$ cat src/seq_defs.svh
// Timing, width and field-layout constants of the encoder frame sequencer.
`ifndef SEQ_DEFS_SVH
`define SEQ_DEFS_SVH
`define SEQ_TALLY_W 8
`define SEQ_HALF_W 8
`define SEQ_BITPOS_W 4
`define SEQ_FIELD_W 4
`define SEQ_CRC_W 8
`define SEQ_CRC_POLY 8'h01
`define SEQ_CRC_INIT 8'h00
`define SEQ_FIELD_LAST_BIT 4'h9
`define SEQ_DATA_FIRST_BIT 4'h1
`define SEQ_DATA_LAST_BIT 4'h8
`define SEQ_ONE_HALF 8'h01
`define SEQ_ONE_TALLY 8'h01
`define SEQ_ONE_BIT 4'h1
`define SEQ_ONE_FIELD 4'h1
`endif

$ cat src/seq_pkg.sv
// Types shared by the frame sequencer modules.
package seq_pkg;
   // Declaration order gives idle=00, send=01, wait=10, collect=11.
   typedef enum logic [1:0] {
      idle_st,
      send_st,
      reply_wait_st,
      collect_st
   } frame_state_t;
endpackage

$ cat src/crc_link_if.sv
// Carrier between the frame sequencer and its reply check-value LFSR.
`include "seq_defs.svh"
interface crc_link_if;
   logic shift;
   logic bit_in;
   logic clear;
   logic [`SEQ_CRC_W-1:0] value;
   modport seq (output shift, output bit_in, output clear, input value);
   modport lfsr (input shift, input bit_in, input clear, output value);
endinterface

$ cat src/reply_crc_lfsr.sv
// LFSR that folds received reply data bits into the running check value.
`include "seq_defs.svh"
module reply_crc_lfsr
   import seq_pkg::*;
(
   input wire logic clk,
   input wire logic rst,
   crc_link_if.lfsr link
);
   logic [`SEQ_CRC_W-1:0] crc_ff;
   logic feedback;

   assign feedback = crc_ff[`SEQ_CRC_W-1] ^ link.bit_in;
   assign link.value = crc_ff;

   always_ff @(posedge clk) begin
      if (rst || link.clear) begin
         crc_ff <= `SEQ_CRC_INIT;
      end else if (link.shift) begin
         crc_ff <= {crc_ff[`SEQ_CRC_W-2:0], 1'b0} ^
                   (feedback ? `SEQ_CRC_POLY : `SEQ_CRC_INIT);
      end
   end
endmodule

$ cat src/encoder_frame_sequencer.sv
// Frame sequencer for a half-duplex encoder link with reply clock alignment.
`include "seq_defs.svh"
// Operation
// - States idle=00, send=01, wait=10, collect=11; idle goes to send on event.
// - Send holds until the clock tally completes, then goes to reply wait.
// - Collect holds until the clock tally completes, then returns to idle.
// - Reply wait goes to collect on the event, ignoring tally completion.
// - Frame active output is the OR of both state bits.
// - Event is reply falling edge in reply wait, or launch rising edge.
// - Edge-timing counter reset instant sets the shift clock phase.
// - Half-period hit resets the edge-timing counter, setting phase width.
// - In reply wait or collect, any reply edge resets the counter.
// - Reply check value computed on the fly by an LFSR fed received data.
// - LFSR shifts only in collect on the eight data bits of a field.
// - LFSR never shifts during the final check field.
// - Line driver enable high throughout send, low once send completes.
// - Shift clock reaches the shifter only in send and collect.
// - Entering collect, match becomes current tally plus reply clock count.
// - Rising edge of the start input gives a one-clock launch pulse.
module encoder_frame_sequencer
   import seq_pkg::*;
(
   input wire logic clk,
   input wire logic rst,
   input wire logic start_req,
   input wire logic sensor_reply_line,
   input wire logic [`SEQ_TALLY_W-1:0] send_clocks,
   input wire logic [`SEQ_TALLY_W-1:0] reply_clocks,
   input wire logic [`SEQ_FIELD_W-1:0] reply_fields,
   input wire logic [`SEQ_HALF_W-1:0] half_period,
   output logic [1:0] frame_state,
   output logic frame_active,
   output logic line_driver_enable,
   output logic serial_shift_clock,
   output logic [`SEQ_CRC_W-1:0] crc_value
);
   frame_state_t state_ff, nxt_state;
   logic reply_meta_ff, reply_sync_ff, reply_prev_ff, start_prev_ff;
   logic reply_fall, reply_any, launch_pulse, phase_advance_event;
   logic [`SEQ_HALF_W-1:0] edge_cnt_ff;
   logic half_period_hit, align_reset, gen_clk_ff, clk_enabled, rise_ev;
   logic nxt_gen_clk, nxt_clk_enabled;
   logic [`SEQ_TALLY_W-1:0] tally_ff, match_ff;
   logic clock_tally_done;
   logic [`SEQ_BITPOS_W-1:0] bit_pos_ff;
   logic [`SEQ_FIELD_W-1:0] field_ff;
   logic data_bit, check_field;
   logic driver_ff, shift_clk_ff;
   crc_link_if crc_link ();

   // The reply pin is asynchronous, so it passes two flops before use.
   always_ff @(posedge clk) begin
      if (rst) begin
         reply_meta_ff <= 1'b1;
         reply_sync_ff <= 1'b1;
         reply_prev_ff <= 1'b1;
      end else begin
         reply_meta_ff <= sensor_reply_line;
         reply_sync_ff <= reply_meta_ff;
         reply_prev_ff <= reply_sync_ff;
      end
   end

   always_ff @(posedge clk) begin
      if (rst) begin
         start_prev_ff <= 1'b0;
      end else begin
         start_prev_ff <= start_req;
      end
   end

   assign reply_fall = reply_prev_ff & ~reply_sync_ff;
   assign reply_any = reply_prev_ff ^ reply_sync_ff;
   assign launch_pulse = start_req & ~start_prev_ff;

   assign phase_advance_event =
      ((state_ff == reply_wait_st) & reply_fall) | launch_pulse;

   always_comb begin
      nxt_state = state_ff;
      case (state_ff)
         idle_st: begin
            if (phase_advance_event) begin
               nxt_state = send_st;
            end
         end
         send_st: begin
            if (clock_tally_done) begin
               nxt_state = reply_wait_st;
            end
         end
         reply_wait_st: begin
            if (phase_advance_event) begin
               nxt_state = collect_st;
            end
         end
         collect_st: begin
            if (clock_tally_done) begin
               nxt_state = idle_st;
            end
         end
         default: begin
            nxt_state = idle_st;
         end
      endcase
   end

   always_ff @(posedge clk) begin
      if (rst) begin
         state_ff <= idle_st;
      end else begin
         state_ff <= nxt_state;
      end
   end

   assign frame_state = state_ff;
   assign frame_active = frame_state[1] | frame_state[0];

   assign half_period_hit = edge_cnt_ff == (half_period - `SEQ_ONE_HALF);
   assign align_reset = reply_any &
      ((state_ff == reply_wait_st) | (state_ff == collect_st));

   always_ff @(posedge clk) begin
      if (rst || half_period_hit || align_reset) begin
         edge_cnt_ff <= '0;
      end else begin
         edge_cnt_ff <= edge_cnt_ff + `SEQ_ONE_HALF;
      end
   end

   always_ff @(posedge clk) begin
      if (rst || align_reset) begin
         gen_clk_ff <= 1'b0;
      end else if (half_period_hit) begin
         gen_clk_ff <= ~gen_clk_ff;
      end
   end

   // clock passes in send and collect.
   assign clk_enabled = (state_ff == send_st) | (state_ff == collect_st);
   assign rise_ev = clk_enabled & half_period_hit & ~gen_clk_ff &
                    ~align_reset;

   // Gating on the next state and clock value keeps the registered output
   // from showing a stale high cycle after send or collect has ended.
   assign nxt_gen_clk = align_reset ? 1'b0 :
                        (half_period_hit ? ~gen_clk_ff : gen_clk_ff);
   assign nxt_clk_enabled = (nxt_state == send_st) |
                            (nxt_state == collect_st);

   always_ff @(posedge clk) begin
      if (rst) begin
         shift_clk_ff <= 1'b0;
      end else begin
         shift_clk_ff <= nxt_gen_clk & nxt_clk_enabled;
      end
   end
   assign serial_shift_clock = shift_clk_ff;

   // The tally counts generated shift-clock rises in send and collect.
   always_ff @(posedge clk) begin
      if (rst || launch_pulse) begin
         tally_ff <= '0;
      end else if (rise_ev) begin
         tally_ff <= tally_ff + `SEQ_ONE_TALLY;
      end
   end

   always_ff @(posedge clk) begin
      if (rst) begin
         match_ff <= '0;
      end else if (launch_pulse && state_ff == idle_st) begin
         match_ff <= send_clocks;
      end else if (state_ff == reply_wait_st && phase_advance_event) begin
         match_ff <= tally_ff + reply_clocks;
      end
   end
   assign clock_tally_done = tally_ff == match_ff;

   always_ff @(posedge clk) begin
      if (rst) begin
         driver_ff <= 1'b0;
      end else begin
         driver_ff <= nxt_state == send_st;
      end
   end
   assign line_driver_enable = driver_ff;

   // Bit position and field index within the reply, advanced per rise.
   always_ff @(posedge clk) begin
      if (rst || state_ff != collect_st) begin
         bit_pos_ff <= '0;
         field_ff <= '0;
      end else if (rise_ev) begin
         if (bit_pos_ff == `SEQ_FIELD_LAST_BIT) begin
            bit_pos_ff <= '0;
            field_ff <= field_ff + `SEQ_ONE_FIELD;
         end else begin
            bit_pos_ff <= bit_pos_ff + `SEQ_ONE_BIT;
         end
      end
   end

   assign data_bit = (bit_pos_ff >= `SEQ_DATA_FIRST_BIT) &&
                     (bit_pos_ff <= `SEQ_DATA_LAST_BIT);
   assign check_field = field_ff == (reply_fields - `SEQ_ONE_FIELD);

   assign crc_link.shift = rise_ev & (state_ff == collect_st) &
                           data_bit & ~check_field;
   assign crc_link.bit_in = reply_sync_ff;
   // A new frame starts from a clean seed so stale replies never mix in.
   assign crc_link.clear = launch_pulse;
   assign crc_value = crc_link.value;

   reply_crc_lfsr u_crc (
      .clk(clk),
      .rst(rst),
      .link(crc_link.lfsr)
   );
endmodule

$ cat config.mk
export PLATFORM = sky130hd
export DESIGN_NAME = encoder_frame_sequencer
export DESIGN_NICKNAME = d
export VERILOG_FILES = /design/src/seq_pkg.sv /design/src/crc_link_if.sv /design/src/reply_crc_lfsr.sv /design/src/encoder_frame_sequencer.sv
export VERILOG_INCLUDE_DIRS = /design/src
export SDC_FILE = /design/constraint.sdc
export NUM_CORES = 1
export LEC_CHECK = 0
export ABC_CLOCK_PERIOD_IN_PS = 5000
export BUFFER_PORTS_ARGS = -buffer_cell sky130_fd_sc_hd__buf_4
export CORE_ASPECT_RATIO = 0.75
export CORE_UTILIZATION = 60
export CTS_BUF_LIST = sky130_fd_sc_hd__clkbuf_4
export CTS_CLUSTER_SIZE = 40
export DETAILED_ROUTE_END_ITERATION = 10
export HOLD_SLACK_MARGIN = 0.05
export PLACE_DENSITY = 0.85
export REMOVE_ABC_BUFFERS = 1
export SLEW_MARGIN = 20
export SYNTH_ARGS = -nofsm -noshare
export SYNTH_HDL_FRONTEND = slang
export SYNTH_SLANG_ARGS = --single-unit
$ cat constraint.sdc
create_clock -name clk -period 5 [get_ports clk]
set_clock_uncertainty 0.05 [all_clocks]
set_input_delay 0 -clock clk [delete_from_list [all_inputs] [get_ports clk]]
set_output_delay 0 -clock clk [all_outputs]
set_load 0.005 [all_outputs]
==> reports/results.txt <==
status - finished, final reports clean
Reg2Reg Capture Point - match_ff[7]$_SDFFE_PP0P_
final hold viol count - 0
Synth Instances - 322
worst slack at placement - 2224 ps
RSZ-0062 raised after global routing - false
Avg Vias per Cell - 5.698
Ports - 45
mapped cell area - 2788 um2
setup TNS - 0 ps
Critical Path Source Type - flop
WP data required - 5210 ps
switching pwr - 195.7 uW
Top FF cell, synth - dfxtp_1
worst slew pin tran - 957.2 ps
Seq/Total Area, Yosys - 35.19%
Starting Density - 62.41%
layout cells sized above 1 - 16.31%
PortBufs - 44
gpl congestion - 0.7810
GRT Util Overall - 25.70%
Root Driver - clkbuf_4
Clock Path Buffers - 2
R2R Setup Slk - 2160 ps
Logic pwr share - 14.9%
Post-Route M1 WL - 2785 um
final hold slack - 86.84 ps
hold path cells - 4
Post-Route WL - 5906 um
synthesis-to-layout area growth - 21.14%
EDFF count, synth - 0
post-CTS setup buffers - 0
Horiz. Die Dim - 80.71 um
asr flop ratio synth - 0%
startpoint of the worst hold path - reply_clocks[6]
worst skew pair latency - 360 ps
DR WL met2 - 2776 um
worst-path fanout max - 16
final worst slack - 2164 ps
first-pass GRT wire length - 9742 um
Flop pwr share - 50.9%
most frequent cells after synthesis - 49 x dfxtp_1, 26 x nor2_1, 24 x xnor2_1
ant diodes - 0
top layer in use - met4
reg2reg start - start_prev_ff$_SDFF_PP0_
FMAX - 352.5 MHz
Hold Path Sink - match_ff[6]$_SDFFE_PP0P_
crit path time final - 2837 ps
Pleak - 1.354 nW
setup violators final - 0
worst path arrival time - 3050 ps
number of global-route vias before repair - 2232
Worst VDD drop - 0.1747 mV
largest net degree at the start of global routing - 22
Die H - 61.03 um
CTS H-Tree Depth - 2
die area - 4925 um2
Clock power frac - 34.2%
Slew Limit Fails - 0
Vias - 2456
CTS clk-pin slew, worst paths - 140 ps
top post-synthesis cells by area - dfxtp_1 35%, xnor2_1 7.5%, ha_1 5.8%
Cell Pwr Density - 242.5 nW/um2
Hold WC Path Type - primary input to flop
TritonCTS Buffers - 5
max cap viols - 0
Yosys warnings - 0
power consumption - 819.0 uW
Seq cells post-synth - 49
TritonCTS clock tree - yes
HPWL Detailed - 4248 um
sw frac - 23.90%
worst relative slew slack - 35.95%
gr ovfl total - 0
Cell Int Power - 623.3 uW
drt initial violations - 127
leading area contributor after synthesis - dfxtp_1
Distinct cells, synth - 48
final worst-path cycle share - 56.73%
detailed-route wire length per cell - 13.70 um
WL met3 - 291 um
Detailed Routing Iterations Pass 1 - 4
CP endpoint kind - flop
clk sink count - 49
initial antenna violation count - 0
WS Path Type - flop to flop
DRC violations left - 0
NumNets Final - 419
post-synth top area share - 35.19%
Core Rows - 21
core region area - 4467 um2
dominant cell by count in the synthesized netlist - dfxtp_1
Post-Syn Area per Cell - 8.657 um2
antenna viol nets, final - 0
R2R depth - 7
[sequential cells by signal, summed over array words and instances (netlist names)]
| signal | cells |
|---|---|
| reply_meta_ff | 1 |
| start_prev_ff | 1 |
| u_crc.link.value | 8 |
| field_ff | 4 |
| frame_state | 2 |
| line_driver_enable | 1 |
| match_ff | 8 |
| bit_pos_ff | 4 |
| reply_prev_ff | 1 |
| gen_clk_ff | 1 |
| tally_ff | 8 |
| crc_link.bit_in | 1 |
| serial_shift_clock | 1 |
| edge_cnt_ff | 8 |
[kinds of logic (layout without fill, tap and decap cells)]
group                      Yosys count  count (layout)  synth area share, %
muxes                               13              13                4.668
buffers and inverters               32              84                4.622
adders and majority gates           14              14                6.553
xor gates and xnor gates            41              41                12.88
DFF                                 49              49                35.19
and+or+nand+nor                    127             127                24.33
AOI/OAI and AO/OA                   46              46                11.76
[layout by cell type, fill, tap and decap left out, types with 4 or more instances in the layout]
cell	instances
ha_1	13
a21oi_1	10
buf_4	44
nor4_1	8
dlygate4sd3_1	15
nor2b_1	7
dfxtp_1	49
a211oi_1	4
or2_2	4
inv_1	17
nand4_1	4
nand2b_1	7
nor3_1	13
xnor2_1	24
clkbuf_4	5
or3_1	4
nand2_1	23
nor2_1	26
xor2_1	17
o311ai_1	5
nand3_1	15
mux2i_1	13
o41ai_1	4
[routing by layer]
| layer | vias to the layer above | GRT usage (%) |
|---|---|---|
| met5 | - | 0 |
| met4 | 0 | 7.398 |
| met2 | 67 | 43.22 |
| met1 | 1141 | 33.88 |
| li1 | 1244 | - |
| met3 | 4 | 5.481 |
[worst max path at each step]
stage | startpoint | endpoint | slack (ps) | depth (start not counted)
after global placement | half_period[2] | u_crc.link.value[6]$_SDFFE_PP0P_ | 2340 | 8
final | start_prev_ff$_SDFF_PP0_ | match_ff[7]$_SDFFE_PP0P_ | 2160 | 7
after CTS | edge_cnt_ff[3]$_SDFF_PP0_ | u_crc.link.value[3]$_SDFFE_PP0P_ | 2260 | 7
after global routing | start_prev_ff$_SDFF_PP0_ | match_ff[7]$_SDFFE_PP0P_ | 1860 | 7
after detailed placement | half_period[2] | u_crc.link.value[3]$_SDFFE_PP0P_ | 2220 | 8
after floorplan | half_period[2] | u_crc.link.value[0]$_SDFFE_PP0P_ | 2630 | 7
[power by group through the flow]
stage / sequential [mW] / combinational (mW) / clock, mW
final: 0.417 / 0.122 / 0.280
after global routing: 0.419 / 0.137 / 0.299
after CTS: 0.417 / 0.121 / 0.284
after detailed placement: 0.425 / 0.110 / 0
after global placement: 0.425 / 0.107 / 0
after floorplan: 0.422 / 0.0670 / 0
[per-stage QoR]
| stage | cell area, um2 | cells | utilization [%] |
|---|---|---|---|
| floorplan | 2723 | 307 | - |
| global placement | 3124 | 408 | 69.94 |
| detailed placement | 3124 | 408 | 69.94 |
| CTS | 3377 | 431 | 75.60 |
| global route | 3377 | 431 | 75.60 |
| finish | 3377 | 431 | 75.60 |
[area by class of cell]
cell class	instances	area [um2]
clock inverter	3	65.06
fill	335	1090
tap	57	71.32
inverter	17	63.81
multi-input combinational	241	1678
sequential	49	980.9
clock buffer	5	37.54
timing repair buffer	59	480.5
[worst max-delay path, stage by stage (launching register included)]
cell and delay (ps):
dfxtp_1 320, nor2b_1 520, a21oi_1 110, nor2_1 760
nor3b_1 110, a31oi_1 160, o21ai_0 120, dlygate4sd3_1 590
[timing repair]
item | 4_1_cts | 5_1_grt
gates resized for setup | 0 | 0
hold buffers | 15 | 0
hold endpoints to repair | 19 | 0
Power figures use the tool's default switching activity.
